**config.mk**
```make
export PLATFORM = sky130hd
export DESIGN_NAME = lct_cells
export DESIGN_NICKNAME = d
export VERILOG_FILES = /design/src/lct_pkg.sv /design/src/lct_cell.sv /design/src/lct_cells.sv
export SDC_FILE = /design/constraint.sdc
export NUM_CORES = 1
export LEC_CHECK = 0
export ABC_AREA = 1
export BUFFER_PORTS_ARGS = -buffer_cell sky130_fd_sc_hd__buf_2
export CORE_MARGIN = 5
export CORE_UTILIZATION = 55
export CTS_CLUSTER_DIAMETER = 50
export CTS_CLUSTER_SIZE = 25
export DETAILED_ROUTE_END_ITERATION = 8
export PLACE_DENSITY_LB_ADDON = 0.12
export SETUP_SLACK_MARGIN = 0.05
export SLEW_MARGIN = 0
export SYNTH_ARGS = -nofsm -noshare
export SYNTH_HDL_FRONTEND = slang
export SYNTH_SLANG_ARGS = --single-unit
```
**constraint.sdc**
```tcl
create_clock -name pclk -period 2.05 [get_ports pclk]
set_clock_uncertainty 0.05 [all_clocks]
set_input_delay 0.41 -clock pclk [delete_from_list [all_inputs] [get_ports pclk]]
set_output_delay 0.41 -clock pclk [all_outputs]
set_load 0.1 [all_outputs]
```
**src/lct_pkg.sv**
```systemverilog
// shared constants and carrier types for the combination cell block
package lct_pkg;

    // cell counts and input roles
    localparam int unsigned NUM_LUT2FF = 3;
    localparam int unsigned NUM_LUT3FF = 6;
    localparam int unsigned NUM_CELLS  = 10;
    localparam int unsigned SRFF_FIRST = 3;
    localparam int unsigned PAT_CELL   = 9;
    localparam int unsigned CELL_IN_W  = 3;
    localparam int unsigned IN_CLK     = 0;
    localparam int unsigned IN_DATA    = 1;
    localparam int unsigned IN_SR      = 2;
    localparam int unsigned LUT2_W     = 4;
    localparam int unsigned LUT3_W     = 8;

    // pattern sequencer sizes
    localparam int unsigned PAT_MAX   = 16;
    localparam int unsigned PAT_IDX_W = 4;
    localparam logic [PAT_IDX_W-1:0] PAT_MIN_LAST = 4'h1;

    // nonvolatile bit numbers, registers hold them from these bases
    localparam int unsigned NVM_LUT2_BASE   = 1152;
    localparam int unsigned NVM_PATLUT_BASE = 1164;
    localparam int unsigned NVM_LUT3_BASE   = 1184;
    localparam int unsigned NVM_LUT3_SPLIT  = 1216;
    localparam int unsigned NVM_DELAY_BIT   = 1237;
    localparam int unsigned PATLUT_LSB = NVM_PATLUT_BASE - NVM_LUT2_BASE;

    // apb map, byte addresses
    localparam int unsigned ADDR_W = 8;
    localparam logic [ADDR_W-1:0] OFF_LUT2    = 8'h00;
    localparam logic [ADDR_W-1:0] OFF_LUT3_LO = 8'h04;
    localparam logic [ADDR_W-1:0] OFF_LUT3_HI = 8'h08;
    localparam logic [ADDR_W-1:0] OFF_MODE    = 8'h0c;
    localparam logic [ADDR_W-1:0] OFF_FLOP    = 8'h10;
    localparam logic [ADDR_W-1:0] OFF_PAT     = 8'h14;
    localparam logic [ADDR_W-1:0] OFF_STAT    = 8'h18;

    // field positions
    localparam int unsigned MODE_ALT_LSB   = 0;
    localparam int unsigned MODE_LATCH_LSB = 12;
    localparam int unsigned MODE_DELAY_POS = 16;
    localparam int unsigned FLOP_INIT_LSB  = 0;
    localparam int unsigned FLOP_SET_LSB   = 16;
    localparam int unsigned PAT_BITS_LSB   = 0;
    localparam int unsigned PAT_LEN_LSB    = 16;
    localparam int unsigned STAT_IDX_LSB   = 16;

    // writable bits, reserved bits read as zero
    localparam logic [31:0] MASK_LUT2    = 32'h0000_ffff;
    localparam logic [31:0] MASK_LUT3_LO = 32'hffff_ffff;
    localparam logic [31:0] MASK_LUT3_HI = 32'h0000_ffff;
    localparam logic [31:0] MASK_MODE    = 32'h0001_73ff;
    localparam logic [31:0] MASK_FLOP    = 32'h003f_01ff;
    localparam logic [31:0] MASK_PAT     = 32'h000f_ffff;

    // power-up contents: all cells plain lut, pattern of two bits
    localparam logic [31:0] RST_CFG = 32'h0000_0000;
    localparam logic [31:0] RST_PAT = 32'h0001_0000;

    // truth fields for the standard two-input gates
    localparam logic [LUT2_W-1:0] GATE_AND  = 4'h8;
    localparam logic [LUT2_W-1:0] GATE_NAND = 4'h7;
    localparam logic [LUT2_W-1:0] GATE_OR   = 4'he;
    localparam logic [LUT2_W-1:0] GATE_NOR  = 4'h1;
    localparam logic [LUT2_W-1:0] GATE_XOR  = 4'h6;
    localparam logic [LUT2_W-1:0] GATE_XNOR = 4'h9;

    typedef struct packed {
        logic              psel;
        logic              penable;
        logic              pwrite;
        logic [ADDR_W-1:0] paddr;
        logic [31:0]       pwdata;
        logic [3:0]        pstrb;
    } lct_apb_req_t;

    typedef struct packed {
        logic [31:0] prdata;
        logic        pready;
        logic        pslverr;
    } lct_apb_rsp_t;

endpackage : lct_pkg
```
**src/lct_cell.sv**
```systemverilog
// one combination cell: lut or flop/latch, with its input synchroniser
`timescale 1ns/1ps
module lct_cell #(
    parameter int unsigned N_IN      = 2,
    parameter bit          HAS_SR    = 1'b0,
    parameter bit          HAS_DELAY = 1'b0
)(
    input  wire logic                           pclk,
    input  wire logic                           presetn,
    input  wire logic [lct_pkg::CELL_IN_W-1:0]  cell_in,
    input  wire logic [lct_pkg::LUT3_W-1:0]     truth,
    input  wire logic                           alt_mode,
    input  wire logic                           latch_mode,
    input  wire logic                           delay_mode,
    input  wire logic                           preset_sel,
    input  wire logic                           init_level,
    output logic [lct_pkg::CELL_IN_W-1:0]       cell_sync,
    output logic                                cell_out
);
    import lct_pkg::*;

    // whole cell state
    typedef struct packed {
        logic [CELL_IN_W-1:0] meta;
        logic [CELL_IN_W-1:0] sync;
        logic                 clk_prev;
        logic                 held;
        logic                 pend;
        logic                 out;
    } lct_cell_st_t;

    lct_cell_st_t q;
    lct_cell_st_t d;
    logic [CELL_IN_W-1:0] idx;      // lut index
    logic                 clk_s;    // cell clock after sync
    logic                 rise;
    logic                 fall;
    logic                 sr_act;   // shared set/reset asserted

    // two-input cells ignore the third input
    assign idx    = (N_IN == 2) ? {1'b0, q.sync[IN_DATA:IN_CLK]} : q.sync;
    assign clk_s  = q.sync[IN_CLK];
    assign rise   = clk_s & ~q.clk_prev;
    assign fall   = ~clk_s & q.clk_prev;
    assign sr_act = HAS_SR && !q.sync[IN_SR];

    // next state; edges come from the second sync stage only
    always_comb
    begin
        d = q;
        d.meta = cell_in;
        d.sync = q.meta;
        d.clk_prev = clk_s;
        if (!alt_mode)
        begin
            d.held = init_level;
            d.pend = init_level;
        end
        else if (sr_act)
        begin
            d.held = preset_sel;
            d.pend = preset_sel;
        end
        else if (latch_mode && N_IN == 2)
        begin
            if (!clk_s)
                d.held = q.sync[IN_DATA];
        end
        else if (rise)
        begin
            if (HAS_DELAY && delay_mode)
                d.pend = q.sync[IN_DATA];
            else
                d.held = q.sync[IN_DATA];
        end
        else if (fall && HAS_DELAY && delay_mode)
        begin
            d.held = q.pend;
        end
        // output back to the matrix, always from a flop
        d.out = alt_mode ? d.held : truth[idx];
    end

    // single state register
    always_ff @(posedge pclk or negedge presetn)
    begin
        if (!presetn)
            q <= '0;
        else
            q <= d;
    end

    assign cell_sync = q.sync;
    assign cell_out  = q.out;

    chk_lut_index: assert property (@(posedge pclk) disable iff (!presetn)
        !alt_mode |=> cell_out == $past(truth[idx]))
        else $error("lut output does not match truth bit");

    chk_gate_and: assert property (@(posedge pclk) disable iff (!presetn)
        (N_IN == 2 && !alt_mode && truth[LUT2_W-1:0] == GATE_AND)
        |=> cell_out == $past(q.sync[IN_CLK] & q.sync[IN_DATA]))
        else $error("and truth field not giving and");

    chk_edge_hold: assert property (@(posedge pclk) disable iff (!presetn)
        alt_mode ##1 (alt_mode && !latch_mode && !sr_act && !rise && !fall) ##1 alt_mode |-> $stable(cell_out))
        else $error("flop output moved without clock edge");

    chk_latch_hold: assert property (@(posedge pclk) disable iff (!presetn)
        (alt_mode && latch_mode && N_IN == 2 && clk_s && q.clk_prev) |=> cell_out == $past(cell_out))
        else $error("latch changed while clock high");

    chk_delay_late: assert property (@(posedge pclk) disable iff (!presetn)
        (HAS_DELAY && alt_mode && delay_mode && rise && !sr_act) |=> $stable(cell_out))
        else $error("delayed flop changed on rising edge");

    chk_sr_force: assert property (@(posedge pclk) disable iff (!presetn)
        (alt_mode && sr_act) |=> cell_out == $past(preset_sel))
        else $error("set or reset did not force output");

    chk_init_level: assert property (@(posedge pclk) disable iff (!presetn)
        (!alt_mode ##1 alt_mode && !sr_act && !rise && !fall && !latch_mode) |=> cell_out == $past(init_level, 2))
        else $error("flop did not start from initial level");

endmodule : lct_cell

```
**src/lct_cells.sv**
```systemverilog
// combination cell array with apb configuration and the pattern sequencer
// How it works
// - two-input lut picks truth bit by inputs
// - lut2 fields at bits 1152 to 1163
// - pattern cell lut uses bits 1164-1167
// - truth fields give the standard gates
// - three-input lut picks bit, in2 most significant
// - six lut3 fields from bit 1184 upward
// - two-input flop: first clock, second data
// - edge flop loads data on rising edge
// - latch follows data while clock low
// - three-input flop: clock, data, shared set/reset
// - first set/reset flop normal when bit clear
// - bit set: capture rising, show falling
// - pattern of two to sixteen bits repeats
// - function chosen by stored configuration bits
// - three lut2, six lut3, one pattern cell
// - pattern cell: first clock, second clear
`timescale 1ns/1ps
module lct_cells (
    input  wire logic                                              pclk,
    input  wire logic                                              presetn,
    input  wire lct_pkg::lct_apb_req_t                             apb_req,
    output lct_pkg::lct_apb_rsp_t                                  apb_rsp,
    input  wire logic [lct_pkg::NUM_CELLS-1:0][lct_pkg::CELL_IN_W-1:0] matrix_in,
    output logic [lct_pkg::NUM_CELLS-1:0]                          matrix_out
);
    import lct_pkg::*;

    // whole top state: configuration image, bus answer, sequencer
    typedef struct packed {
        logic [31:0]          lut2;
        logic [31:0]          lut3_lo;
        logic [31:0]          lut3_hi;
        logic [31:0]          mode;
        logic [31:0]          flop;
        logic [31:0]          pat;
        // bus answer
        logic [31:0]          prdata;
        logic                 slverr;
        // sequencer state
        logic [PAT_IDX_W-1:0] pat_idx;
        logic                 pat_clk_prev;
        logic                 pat_out;
    } lct_top_st_t;

    lct_top_st_t q;
    lct_top_st_t d;

    logic [NUM_CELLS-1:0]                cell_out;    // raw cell outputs
    logic [NUM_CELLS-1:0][CELL_IN_W-1:0] cell_sync;   // synced inputs
    logic [NUM_LUT3FF*LUT3_W-1:0]        lut3_all;    // six lut3 fields

    // bus and sequencer helpers
    logic                                setup;
    logic                                wr_acc;
    logic                                pat_alt;
    logic                                pat_rise;
    logic                                pat_clear_n;
    logic [PAT_IDX_W-1:0]                pat_last;
    logic [31:0]                         strb_mask;

    // bus phases; no wait states so every access ends at once
    assign setup  = apb_req.psel && !apb_req.penable;
    assign wr_acc = apb_req.psel && apb_req.penable && apb_req.pwrite;
    // one byte lane per strobe bit
    assign strb_mask = {{8{apb_req.pstrb[3]}}, {8{apb_req.pstrb[2]}},
                        {8{apb_req.pstrb[1]}}, {8{apb_req.pstrb[0]}}};

    // lut3 image in nvm order, split over two words
    assign lut3_all = {q.lut3_hi[NVM_LUT3_BASE + NUM_LUT3FF*LUT3_W - NVM_LUT3_SPLIT - 1:0],
                       q.lut3_lo};

    // sequencer inputs: first is clock, second is active-low clear
    assign pat_alt     = q.mode[MODE_ALT_LSB + PAT_CELL];
    assign pat_clear_n = cell_sync[PAT_CELL][IN_DATA];
    assign pat_rise    = cell_sync[PAT_CELL][IN_CLK] && !q.pat_clk_prev;
    // four length bits cap it at sixteen
    // a zero length field would stall the pattern, so clamp to two bits
    assign pat_last = (q.pat[PAT_LEN_LSB +: PAT_IDX_W] < PAT_MIN_LAST) ?
                      PAT_MIN_LAST : q.pat[PAT_LEN_LSB +: PAT_IDX_W];

    // merge a write under byte strobes and the writable mask
    function automatic logic [31:0] merge(
        input logic [31:0] old_v,
        input logic [31:0] new_v,
        input logic [31:0] smask,
        input logic [31:0] wmask
    );
        logic [31:0] en;
        en = smask & wmask;
        merge = (old_v & ~en) | (new_v & en);
    endfunction : merge

    // next state for registers, read answer and sequencer
    always_comb
    begin
        // all state holds unless moved below
        d = q;
        // writes take effect in the access phase
        // misaligned offsets miss every item
        if (wr_acc)
        begin
            unique case (apb_req.paddr)
                OFF_LUT2:    d.lut2    = merge(q.lut2, apb_req.pwdata, strb_mask, MASK_LUT2);
                OFF_LUT3_LO: d.lut3_lo = merge(q.lut3_lo, apb_req.pwdata, strb_mask, MASK_LUT3_LO);
                OFF_LUT3_HI: d.lut3_hi = merge(q.lut3_hi, apb_req.pwdata, strb_mask, MASK_LUT3_HI);
                OFF_MODE:    d.mode    = merge(q.mode, apb_req.pwdata, strb_mask, MASK_MODE);
                OFF_FLOP:    d.flop    = merge(q.flop, apb_req.pwdata, strb_mask, MASK_FLOP);
                OFF_PAT:     d.pat     = merge(q.pat, apb_req.pwdata, strb_mask, MASK_PAT);
                default:     ;   // status is read only, others unmapped
            endcase
        end

        // read data is prepared in setup so it comes from a flop
        // error flag refreshed on every setup
        if (setup)
        begin
            d.slverr = 1'b0;
            unique case (apb_req.paddr)
                OFF_LUT2:    d.prdata = q.lut2;
                OFF_LUT3_LO: d.prdata = q.lut3_lo;
                OFF_LUT3_HI: d.prdata = q.lut3_hi;
                OFF_MODE:    d.prdata = q.mode;
                OFF_FLOP:    d.prdata = q.flop;
                OFF_PAT:     d.prdata = q.pat;
                OFF_STAT:    d.prdata = 32'(matrix_out) | (32'(q.pat_idx) << STAT_IDX_LSB);
                default:
                begin
                    d.prdata = 32'h0000_0000;
                    d.slverr = 1'b1;   // unmapped address
                end
            endcase
        end

        // sequencer advances one bit per rising pattern clock
        // lut mode or low clear parks it on bit 0
        d.pat_clk_prev = cell_sync[PAT_CELL][IN_CLK];
        if (!pat_alt || !pat_clear_n)
            d.pat_idx = '0;
        else if (pat_rise)
        begin
            if (q.pat_idx >= pat_last)
                d.pat_idx = '0;
            else
                d.pat_idx = q.pat_idx + 1'b1;
        end
        d.pat_out = q.pat[PAT_BITS_LSB + d.pat_idx];
    end

    // config words load power-up values
    // single state register
    always_ff @(posedge pclk or negedge presetn)
    begin
        if (!presetn)
        begin
            q         <= '0;
            q.lut2    <= RST_CFG;
            q.lut3_lo <= RST_CFG;
            q.lut3_hi <= RST_CFG;
            q.mode    <= RST_CFG;
            q.flop    <= RST_CFG;
            q.pat     <= RST_PAT;
        end
        else
        begin
            q <= d;
        end
    end

    // the ten cells, each a parameterised instance
    for (genvar i = 0; i < NUM_CELLS; i++)
    begin : g_cell
        localparam bit IS_LUT3 = (i >= SRFF_FIRST) && (i < SRFF_FIRST + NUM_LUT3FF);
        localparam bit IS_PAT  = (i == PAT_CELL);
        logic [LUT3_W-1:0] truth;   // truth field of this cell
        logic              alt;
        logic              latch;
        logic              pset;
        logic              init;
        // field and options by cell kind
        if (IS_LUT3)
        begin : g_l3
            assign truth = lut3_all[(i-SRFF_FIRST)*LUT3_W +: LUT3_W];
            assign pset  = q.flop[FLOP_SET_LSB + i - SRFF_FIRST];
            assign latch = 1'b0;
        end
        else if (IS_PAT)
        begin : g_pl
            assign truth = {{(LUT3_W-LUT2_W){1'b0}}, q.lut2[PATLUT_LSB +: LUT2_W]};
            assign pset  = 1'b0;
            assign latch = 1'b0;
        end
        else
        begin : g_l2
            assign truth = {{(LUT3_W-LUT2_W){1'b0}}, q.lut2[i*LUT2_W +: LUT2_W]};
            assign pset  = 1'b0;
            assign latch = q.mode[MODE_LATCH_LSB + i];
        end
        // the pattern cell's own flop is unused; the sequencer replaces it
        assign alt  = IS_PAT ? 1'b0 : q.mode[MODE_ALT_LSB + i];
        assign init = IS_PAT ? 1'b0 : q.flop[FLOP_INIT_LSB + i];

        // only the first set/reset cell delays
        lct_cell #(
            .N_IN      (IS_LUT3 ? 3 : 2),
            .HAS_SR    (IS_LUT3),
            .HAS_DELAY (i == SRFF_FIRST)
        ) u_cell (
            .pclk       (pclk),
            .presetn    (presetn),
            .cell_in    (matrix_in[i]),
            .truth      (truth),
            .alt_mode   (alt),
            .latch_mode (latch),
            .delay_mode (q.mode[MODE_DELAY_POS]),
            .preset_sel (pset),
            .init_level (init),
            .cell_sync  (cell_sync[i]),
            .cell_out   (cell_out[i])
        );
    end

    // outputs back to the matrix, sequencer muxed onto its cell
    always_comb
    begin
        // cell 9 lut output unused while sequencing
        matrix_out = cell_out;
        if (pat_alt)
            matrix_out[PAT_CELL] = q.pat_out;
    end

    // bus answer; pready is combinational, data from flops
    assign apb_rsp.prdata  = q.prdata;
    assign apb_rsp.pready  = apb_req.psel && apb_req.penable;
    // error shows only in the access phase
    assign apb_rsp.pslverr = apb_req.psel && apb_req.penable && q.slverr;

    // placement, sequencer and bus checks
    chk_lut2_field: assert property (@(posedge pclk) disable iff (!presetn)
        g_cell[1].truth[LUT2_W-1:0] == q.lut2[(NVM_LUT2_BASE + LUT2_W - NVM_LUT2_BASE) +: LUT2_W])
        else $error("second lut2 field misplaced");

    chk_lut3_field: assert property (@(posedge pclk) disable iff (!presetn)
        g_cell[SRFF_FIRST + NUM_LUT3FF - 1].truth == q.lut3_hi[LUT3_W +: LUT3_W])
        else $error("sixth lut3 field misplaced");

    chk_pat_clear: assert property (@(posedge pclk) disable iff (!presetn)
        (pat_alt && !pat_clear_n) |=> q.pat_idx == '0 && matrix_out[PAT_CELL] == q.pat[PAT_BITS_LSB])
        else $error("clear did not return to first pattern bit");

    chk_pat_wrap: assert property (@(posedge pclk) disable iff (!presetn)
        (pat_alt && pat_clear_n && pat_rise && q.pat_idx == pat_last) |=> q.pat_idx == '0)
        else $error("pattern did not wrap after last bit");

    chk_pat_step: assert property (@(posedge pclk) disable iff (!presetn)
        (pat_alt && pat_clear_n && !pat_rise) ##1 pat_alt |-> $stable(q.pat_idx))
        else $error("pattern moved without clock edge");

    chk_apb_unmapped: assert property (@(posedge pclk) disable iff (!presetn)
        (setup && apb_req.paddr > OFF_STAT) |=> apb_rsp.pslverr == (apb_req.psel && apb_req.penable))
        else $error("unmapped access without error");

    chk_mode_steer: assert property (@(posedge pclk) disable iff (!presetn)
        (wr_acc && apb_req.paddr == OFF_MODE && apb_req.pstrb[0] && !apb_req.pwdata[0])
        |=> g_cell[0].alt == 1'b0)
        else $error("mode write did not select lut function");

    cov_pat_wrap: cover property (@(posedge pclk) disable iff (!presetn)
        pat_alt && pat_rise && q.pat_idx == pat_last);

    cov_sr_flop: cover property (@(posedge pclk) disable iff (!presetn)
        q.mode[MODE_ALT_LSB + SRFF_FIRST] && !cell_sync[SRFF_FIRST][IN_SR]);

    cov_delay_mode: cover property (@(posedge pclk) disable iff (!presetn)
        q.mode[MODE_DELAY_POS] && q.mode[MODE_ALT_LSB + SRFF_FIRST] && $changed(cell_out[SRFF_FIRST]));

    cov_pat_clear: cover property (@(posedge pclk) disable iff (!presetn)
        pat_alt && !pat_clear_n && q.pat_idx != '0);

    // pattern cell lut sits above the lut2 fields
    chk_patlut_field: assert property (@(posedge pclk) disable iff (!presetn)
        g_cell[PAT_CELL].truth[LUT2_W-1:0] == q.lut2[PATLUT_LSB +: LUT2_W])
        else $error("pattern cell lut field misplaced");

    // first lut3 field at the bottom of the low word
    chk_lut3_first: assert property (@(posedge pclk) disable iff (!presetn)
        g_cell[SRFF_FIRST].truth == q.lut3_lo[LUT3_W-1:0])
        else $error("first lut3 field misplaced");

    // a read returns the word seen at its setup edge
    chk_read_word: assert property (@(posedge pclk) disable iff (!presetn)
        (setup && !apb_req.pwrite && apb_req.paddr == OFF_PAT) |=> apb_rsp.prdata == $past(q.pat))
        else $error("read data not from addressed word");

    // latch holding while its data moves
    cov_latch_hold: cover property (@(posedge pclk) disable iff (!presetn)
        q.mode[MODE_LATCH_LSB + 1] && cell_sync[1][IN_CLK] && $changed(cell_sync[1][IN_DATA]));

endmodule : lct_cells

```
==> results of run 1 <==
-- logic make-up after synthesis --
logic type	share of synthesized area, %
DFF	56.0
AOI/OAI and AO/OA	13.5
buffers and inverters	9.23
adders and majority gates	0.601
muxes	1.77
and+or+nand+nor	18.6
xor gates and xnor gates	0.252
-- layout make-up --
cell class              count  area [sq um]
clock buffers              23           576
diodes                      1          2.50
inverters                 122           464
flip-flops and latches    233          5830
well taps                 234           293
fillers                  1558          6360
clock inverters            19           235
repair buffers            184          1270
multi-input cells         706          3670
-- metrics by stage --
step,hold slack [ns],TNS [ns],worst slack [ns],util [%],area (sq um)
final,0.0580,0,0.0783,66.0,12300
after global routing,0.0510,-0.0684,-0.0684,66.0,12300
after CTS,0.0508,0,0.0698,65.8,12300
after detailed placement,0.285,-0.776,-0.132,59.9,11200
after global placement,0.282,-0.571,-0.0922,59.9,11200
after floorplan,0.0644,0,0.213,-,10400
-- worst paths after layout --
| check | to | slack, ns | depth (start not counted) |
|---|---|---|---|
| hold / removal | flip-flop | 0.06 | 2 |
| setup reg to reg | q[0] | 0.08 | 11 |
| max in group asynchronous | apb_rsp[3] | 0.98 | 3 |
| hold reg to reg | g_cell[7].u_cell.cell_sync[2] | 0.30 | 0 |
| min in group asynchronous | apb_rsp[16] | 0.34 | 2 |
| setup / recovery | q[0] | 0.08 | 11 |
-- critical path: stages (launching register included) --
cell and delay [ns]:
dfrtp_1 0.40, o31ai_2 0.28, ha_1 0.28, nand4_1 0.09, nand3_2 0.10, nand2_4 0.14, buf_6 0.14, nand4_1 0.07
nand3_1 0.10, nand3_1 0.07, nand3_1 0.08, nand2_1 0.05
-- report_power, final --
part           internal (mW)  total, mW  switching, mW
Combinational          0.193      0.629          0.437
Clock                   2.52       4.51           1.99
Sequential              4.69       4.77         0.0773
-- cell usage in the layout, fill, tap and decap left out, types with 3 or more instances in the layout --
cell type | Yosys | layout
inv_1 | 113 | 113
mux2_2 | 3 | 3
o22ai_1 | 15 | 15
inv_8 | 0 | 3
nand4_1 | 11 | 11
ha_1 | 5 | 5
nand2_2 | 3 | 3
o21ai_1 | 65 | 65
o211ai_1 | 5 | 5
buf_2 | 10 | 116
mux2_4 | 8 | 8
o21ai_0 | 110 | 110
dlygate4sd3_1 | 0 | 27
nor2_1 | 47 | 46
o31ai_1 | 4 | 3
nand3_2 | 6 | 8
o32ai_1 | 3 | 3
a211oi_1 | 4 | 4
buf_4 | 47 | 30
nand2_1 | 300 | 299
o221ai_1 | 3 | 3
inv_2 | 6 | 6
nand3_1 | 34 | 30
clkbuf_16 | 0 | 23
inv_6 | 0 | 4
a21oi_1 | 26 | 26
xor2_1 | 3 | 3
o2111ai_1 | 5 | 5
o21ai_2 | 6 | 6
dfrtp_1 | 232 | 232
nand3_4 | 8 | 10
buf_12 | 0 | 8
clkinv_2 | 1 | 5
mux2i_1 | 3 | 3
nor2_2 | 4 | 5
nor3_1 | 11 | 11
bufinv_16 | 0 | 3
-- timing repair --
| item | 4_1_cts | 5_1_grt |
|---|---|---|
| hold buffers | 27 | 0 |
| buffers inserted | 0 | 0 |
| setup endpoints to repair | 2 | 1 |
| resized for setup | 6 | 6 |
| endpoints found under the hold margin | 70 | 0 |
| pin swaps | 0 | 8 |
-- per-layer routing --
| layer | GRT usage, % | up-vias | part of all wire, % |
|---|---|---|---|
| met2 | 37.2 | 272 | 45 |
| met1 | 36.4 | 3848 | 46 |
| li1 | - | 3964 | - |
| met4 | 5.82 | 0 | 2.0 |
| met3 | 3.53 | 45 | 7.0 |
| met5 | 0 | - | 0 |
==> results.cfg, run 1 <==
[outcome]
status = complete, no violations

[place]
io_buffers = 118
place_inst = 1452
hpwl_um = 19000
gp_routability_congestion = 0.933

[floorplanning]
start_util_pct = 55.7
io_pins = 123
fp.dieH_um = 148
dieArea_sq_mm = 0.0218
die_w_um = 148
row_count = 50
coreArea_sq_mm = 0.0187

[yosys]
synth_edf_count = 0
synthTopCellsByCount = nand2_1, dfrtp_1, inv_1
synthFlopType = dfrtp_1
async_flop_share_pct = 100
syn_area_sq_mm = 0.0104
syn_avg_cell_area_sq_um = 9.19
ys_warn_count = 0
syn-num-nets = 1217
seq_area_frac_synth_pct = 56.0
synth.distinct_cells = 46
syn_inst = 1133
synth.ff_latch_count = 233
synthTopCellsByArea = dfrtp_1, nand2_1, o21ai_0
synth_top_area_share_pct = 55.7
yosysTopAreaCell = dfrtp_1
synthMostInstantiatedCell = nand2_1

[timing]
worst_pin_slew_ns = 0.504
max_freq_mhz = 507
rsz0062_at_grt = true
post-route-period-util_pct = 96.2
fin_crit_ns = 1.97
slew_violations = 0
relSlewSlack_pct = 66.6
setup_violations = 0
finalHoldViolCount = 0

[critical_path]
cp_max_fo = 8
critPathKind = reg -> reg
start_kind = flip-flop
worstPathArrival_ns = 2.34
crit_path_end_kind = flip-flop
critPathRequiredTime_ns = 2.42

[clock_tree]
cts_buffers = 23
clk_pin_slew_worst_paths_ns = 0.07
htreeDepth = 1
clock_latency_ns = 0.53
cts_num_sinks = 233
root_buffer = clkbuf_16
clockBufferDepth = 3
cts_tree = yes

[route]
drt-initial-drc-count = 732
ant_nets = 0
wl_per_cell_um = 17.2
dr.pass1.iters = 5
avgViaCountPerCell = 5.34
vias = 8129
routed_wl_um = 26200
drc_errors = 0

[power_and_ir_drop]
vdd_drop_max_v = 0.000691
total_power_mw = 9.91
power.density_mw_per_mm2 = 803
power.leakage_nw = 6.02

[hold_path]
min_from = apb_req[30]
min_path_type = in -> reg

[cells_and_area]
nets = 1354
area_growth_pct = 18.6
drive_above_1_share_pct = 20.2
layout.cells.non_filler = 1522

[grt]
grt_usage_pct = 24.1
antenna_found_initial = 1
grt_max_degree = 58
grt_pass1_vias = 7779
grt_pass1_wl_um = 41800
overflow = 0

[run]
cap_violations = 0
Note: power is estimated with default switching activity, not from simulation.
==> run 2, diff against run 1 <==
Settings changed: SETUP_SLACK_MARGIN 0.05 to 0.4.
==> run 2 against run 1 <==
Effect of this change: the run now ends with setup timing left; sequential power is essentially flat; register-to-register slack lost 0.08 ns; global-route usage grew 0.65 points; clock power shrank 2%; critical path depth grew 3; final cell count is essentially flat; non-clock buffer count shrank 1; clock-buffer cell count grew 4; combinational power grew 7.0%; critical endpoint unchanged; largest cell class unchanged; highest routed layer unchanged.
==> results.cfg, run 2 (synthesis gave the netlist of run 1 again) <==
[power_and_ir_drop]
seqPwrFrac_pct = 48.4
internal_power_mw = 7.33
vdd_drop_max_v = 0.000646
power.leakage_nw = 6.03
sw_frac_of_total_pct = 25.8
power.density_mw_per_mm2 = 777
clkPwrFrac_pct = 44.8
comb_power_share_pct = 6.8
switching_power_mw = 2.55

[critical_path]
crit_path_end_kind = flip-flop
reg2regPathDepth = 14
worstPathArrival_ns = 2.40
start_kind = flip-flop
critPathKind = reg -> reg
critPathRequiredTime_ns = 2.40
cp_max_fo = 5

[place]
io_buffers = 118
gp_routability_congestion = 0.870
hpwl_um = 18800
place_inst = 1446

[floorplanning]
die_w_um = 148
row_count = 50
coreArea_sq_mm = 0.0187
start_util_pct = 55.7
fp.dieH_um = 148
dieArea_sq_mm = 0.0218
io_pins = 123

[clock_tree]
root_buffer = clkbuf_16
clock_latency_ns = 0.52
htreeDepth = 1
cts_buffers = 25
clockBufferDepth = 3
clk_pin_slew_worst_paths_ns = 0.06
cts_tree = yes
cts_num_sinks = 233

[cells_and_area]
mostFrequentLayoutCells = nand2_1, dfrtp_1, o21ai_0
drive_above_1_share_pct = 21.4
final_common_cell = nand2_1
postLayoutCoreUtil_pct = 68.0
area_growth_pct = 22.1
layout.cells.non_filler = 1523
diodes = 0
nets = 1355
multi_input_area_sq_mm = 0.00371
n_fill_cell = 1494
register_area_sq_mm = 0.00584

[timing]
worst_slack_ns = -0.000484
fin_crit_ns = 2.05
setup_violations = 1
relSlewSlack_pct = 66.1
worst_pin_slew_ns = 0.508
post-route-period-util_pct = 100
rsz0062_at_grt = true
max_freq_mhz = 488
finalHoldViolCount = 0
slew_violations = 0

[route]
drc_errors = 0
ant_nets = 0
vias = 8242
dr.pass1.iters = 5
wl_per_cell_um = 17.5
drt-initial-drc-count = 525
avgViaCountPerCell = 5.41
routed_wl_um = 26600

[hold_path]
holdPathStages = 2
min_path_type = in -> reg

[outcome]
violations = setup timing
status = finished, violations left

[grt]
grt_usage_pct = 24.8
grt_pass1_wl_um = 43200
overflow = 0
antenna_found_initial = 1
grt_pass1_vias = 8123
grt_max_degree = 69

[run]
cap_violations = 0
run 2: changes by cell type in the layout (fill, tap and decap cells not counted), sizes merged:
cell / delta
buf: -2
bufinv: -3
clkbuf: +5
clkinv: -2
clkinvlp: +3
diode: -1
inv: +1
run 2: power by group through the flow:
stage	logic (mW)	registers [mW]	clock network, mW
2_1_floorplan	0.330	4.83	0
5_1_grt	0.740	4.79	4.70
3_3_place_gp	0.579	4.85	0
4_1_cts	0.661	4.77	4.49
6_report	0.673	4.78	4.43
3_5_place_dp	0.586	4.86	0
run 2: layer usage:
layer / vias to the layer above / GRT usage [%] / wire, um
li1: 3976 / - / -
met1: 3937 / 37.2 / 12200
met2: 289 / 38.3 / 12000
met3: 40 / 3.65 / 1790
met4: 0 / 6.10 / 640
met5: - / 0 / 0
run 2: repair_timing:
item / in CTS / in global routing
hold endpoints to repair: 56 / 0
pin swaps: 2 / 4
hold buffers: 27 / 0
setup buffers: 3 / 1
endpoints found under the setup margin: 47 / 39
gates resized for setup: 73 / 55
cloned: 0 / 1
run 2: stage by stage:
step / cell area [sq um] / hold WS, ns / setup TNS [ns] / power, mW / setup WS [ns]
6_report: 12700 / 0.0741 / -0.000484 / 9.88 / -0.000484
5_1_grt: 12700 / 0.0662 / -0.130 / 10.2 / -0.130
4_1_cts: 12500 / 0.0638 / 0 / 9.93 / 0.0866
3_5_place_dp: 11200 / 0.251 / 0 / 5.44 / 0.0293
3_3_place_gp: 11200 / 0.253 / 0 / 5.43 / 0.0548
2_1_floorplan: 10500 / 0.0644 / 0 / 5.16 / 0.319
run 2: final cells by class:
| type | count | share of cell area [%] |
|---|---|---|
| Inverter | 122 | 3.67 |
| Clock inverter | 18 | 1.30 |
| Timing Repair Buffer | 183 | 12.5 |
| Multi-Input combinational cell | 706 | 29.1 |
| Tap cell | 234 | 2.30 |
| Sequential cell | 233 | 45.9 |
| Clock buffer | 27 | 5.14 |
run 2: path summary, 6_finish.rpt:
path / to / start / slack [ns]
worst max-delay path: q[0] / flip-flop / -0.0005
worst min-delay path: flip-flop / apb_req[29] / 0.07
worst max register to register: q[0] / flip-flop / -0.0005
worst min register to register: g_cell[9].u_cell.cell_sync[1] / g_cell[9].u_cell.d[5] / 0.30
max in group asynchronous: g_cell[7].u_cell.cell_out / presetn / 0.97
min in group asynchronous: apb_rsp[17] / presetn / 0.29
run 2: worst max-delay path: stages, from the launching register on:
cell	delay, ns
dfrtp_1	0.41
o31ai_2	0.26
ha_2	0.22
inv_2	0.04
nand2_2	0.05
nand2_1	0.05
nand2_1	0.08
nand3_2	0.10
nand2_4	0.14
buf_4	0.15
nand4_1	0.08
nand2_1	0.07
nand3_1	0.07
nand3_1	0.09
nand2_1	0.08
==> run 3, diff against run 2 <==
Settings changed: ABC_AREA 1 to default.
==> run 3 against run 2 <==
Effect of this change: the flow still finishes with violations (setup timing); worst hold slack improved by 0.0017 ns; combinational power decreased by 14%; area after synthesis decreased by 0.65%; sequential power about the same; final area increased by 8.0%; fmax decreased by 12%; critical path type unchanged.
==> results.cfg, run 3 <==
[grt]
grt_pass1_vias = 7888
grt_usage_pct = 26.1
grt_util_met3_pct = 3.73
grtUsageMet1_pct = 36.1
grt-busiest-layer = met2
grt_max_degree = 76
overflow = 0
antenna_found_initial = 0
use_met2_pct = 43.9
grt_pass1_wl_um = 44600

[critical_path]
cp_top_family = compound AO/OA/AOI/OAI gates
crit_chain = inv_2 -> a31o_4 -> ha_4 -> nor2b_4 -> o21a_1 -> buf_4 -> o211ai_1 -> buf_4 -> a21oi_2 -> nor2_1 -> a311oi_2 -> a22oi_1
worst_path_largest_cell_delay_ns = 0.39
start_kind = flip-flop
slowest_stage = dfrtp_1
critPathKind = reg -> reg
crit_path_end_kind = flip-flop
critPathBufInv = 3
cp_common_cell = buf_4
critical_path_cell_count = 12
worstPathArrival_ns = 2.70
critPathRequiredTime_ns = 2.42
cp_max_fo = 2
reg2regPathDepth = 12

[cells_and_area]
nets = 1096
diodes = 0
final_common_cell = dfrtp_1
postLayoutCoreUtil_pct = 73.7
drive_above_1_share_pct = 45.3
n_fill_cell = 1209
area_growth_pct = 32.7
mostFrequentLayoutCells = dfrtp_1, buf_4, buf_2
layout.cells.non_filler = 1264
post-route-cell-area_sq_mm = 0.0137

[outcome]
status = finished, violations left
violations = setup timing

[yosys]
synth_edf_count = 0
syn-num-nets = 893
syn_area_sq_mm = 0.0103
seq_area_frac_synth_pct = 56.4
synthTopCellsByArea = dfrtp_1, mux2_2, mux4_2
synth.ff_latch_count = 233
syn_avg_cell_area_sq_um = 12.8
async_flop_share_pct = 100
yosysTopAreaCell = dfrtp_1
synthFlopType = dfrtp_1
synth.distinct_cells = 62
synthMostInstantiatedCell = dfrtp_1
ys_warn_count = 0
synth_top_area_share_pct = 56.1
synthTopCellsByCount = dfrtp_1, mux2_2, nand2_1
syn_inst = 809

[power_and_ir_drop]
power.density_mw_per_mm2 = 724
clkPwrFrac_pct = 46.4
sw_frac_of_total_pct = 24.2
vdd_drop_max_v = 0.000734
seqPwrFrac_pct = 47.8
comb_power_share_pct = 5.8
internal_power_mw = 7.54
power.leakage_nw = 6.34
switching_power_mw = 2.40
total_power_mw = 9.94

[place]
io_buffers = 118
place_area_sq_mm = 0.0120
hpwl_um = 20200
gp_routability_congestion = 0.933
place_inst = 1172
dp_slack_ns = -0.248

[timing]
slew_violations = 0
fin_crit_ns = 2.33
worst_slack_ns = -0.279
finalHoldViolCount = 0
max_freq_mhz = 429
tns_ns = -0.279
rsz0062_at_grt = true
post-route-period-util_pct = 114
relSlewSlack_pct = 63.5
hold_slack_ns = 0.0758
setup_violations = 1
worst_pin_slew_ns = 0.547

[clock_tree]
htreeDepth = 1
root_buffer = clkbuf_16
clockBufferDepth = 3
clk_pin_slew_worst_paths_ns = 0.07
cts_buffers = 24
cts_num_sinks = 233
cts_tree = yes
clock_latency_ns = 0.51

[floorplanning]
io_pins = 123
fp.dieH_um = 147
start_util_pct = 55.5
dieArea_sq_mm = 0.0217
coreArea_sq_mm = 0.0186
row_count = 50
die_w_um = 147

[route]
ant_nets = 0
drt-initial-drc-count = 533
wl_per_cell_um = 22.3
vias = 7349
drc_errors = 0
dr.pass1.iters = 5
routed_wl_um = 28100
avgViaCountPerCell = 5.81

[hold_path]
holdPathStages = 2
min_path_type = in -> reg

[run]
cap_violations = 0
[run 3: cell count changes after synthesis, sizes merged, moves of 8 or more]
cell and delta:
nand2 -234, o21ai -123, mux2 +102, inv -98, nand3 -33, nor2 -21
a22oi +20, mux2i +20, mux4 +19, nor2b +13, o22ai -12, a22o +10
a221o +8, a221oi +8
[run 3: worst reg2reg max path, cell delays in order (launching register included)]
cell and delay, ns:
dfrtp_1 0.39, inv_2 0.06, a31o_4 0.24, ha_4 0.27, nor2b_4 0.04, o21a_1 0.19, buf_4 0.13, o211ai_1 0.24
buf_4 0.17, a21oi_2 0.05, nor2_1 0.13, a311oi_2 0.11, a22oi_1 0.18
[run 3: timing repair]
action / 4_1_cts / 5_1_grt
endpoints found under the setup margin: 48 / 54
buffers inserted: 9 / 12
pin swaps: 13 / 14
resized for setup: 92 / 40
hold endpoints to repair: 153 / 0
hold buffers: 27 / 0
[run 3: worst paths after layout]
path	from	endpoint	slack, ns
min reg2reg	g_cell[4].u_cell.d[6]	g_cell[4].u_cell.cell_sync[2]	0.30
min in group asynchronous	presetn	apb_rsp[20]	0.27
max	flip-flop	q[0]	-0.28
max in group asynchronous	presetn	async pin	1.00
min	apb_req[29]	flip-flop	0.08
max reg2reg	flip-flop	q[0]	-0.28
[run 3: metal layers]
layer  wire length [um]  vias to the layer above
li1                   -                     3316
met1              11800                     3708
met2              14000                      278
met3               1740                       47
met4                631                        0
met5                  0                        -
[run 3: final cells by class]
cell class | instances | area (sq um) | share of cell area, %
clock buffers | 27 | 643 | 4.68
clock inverters | 17 | 205 | 1.49
inverters | 23 | 86.3 | 0.629
multi-input cells | 484 | 4570 | 33.3
flip-flops and latches | 233 | 5840 | 42.5
well taps | 234 | 293 | 2.13
repair buffers | 246 | 2100 | 15.3
[run 3: cells by family (layout without fill, tap and decap cells)]
| family | after synthesis | after routing | share of synthesized area [%] |
|---|---|---|---|
| muxes | 155 | 155 | 18.7 |
| xor gates and xnor gates | 1 | 1 | 0.157 |
| buffers and inverters | 92 | 313 | 5.31 |
| AOI/OAI and AO/OA | 153 | 153 | 9.97 |
| adders and majority gates | 5 | 5 | 0.605 |
| DFF | 233 | 233 | 56.4 |
| and+or+nand+nor | 170 | 170 | 8.90 |
[run 3: power groups by stage]
stage	Combinational, mW	Clock, mW	Sequential, mW
6_report	0.576	4.61	4.76
5_1_grt	0.624	4.91	4.77
4_1_cts	0.565	4.69	4.76
3_5_place_dp	0.509	0	4.84
3_3_place_gp	0.496	0	4.84
2_1_floorplan	0.236	0	4.82
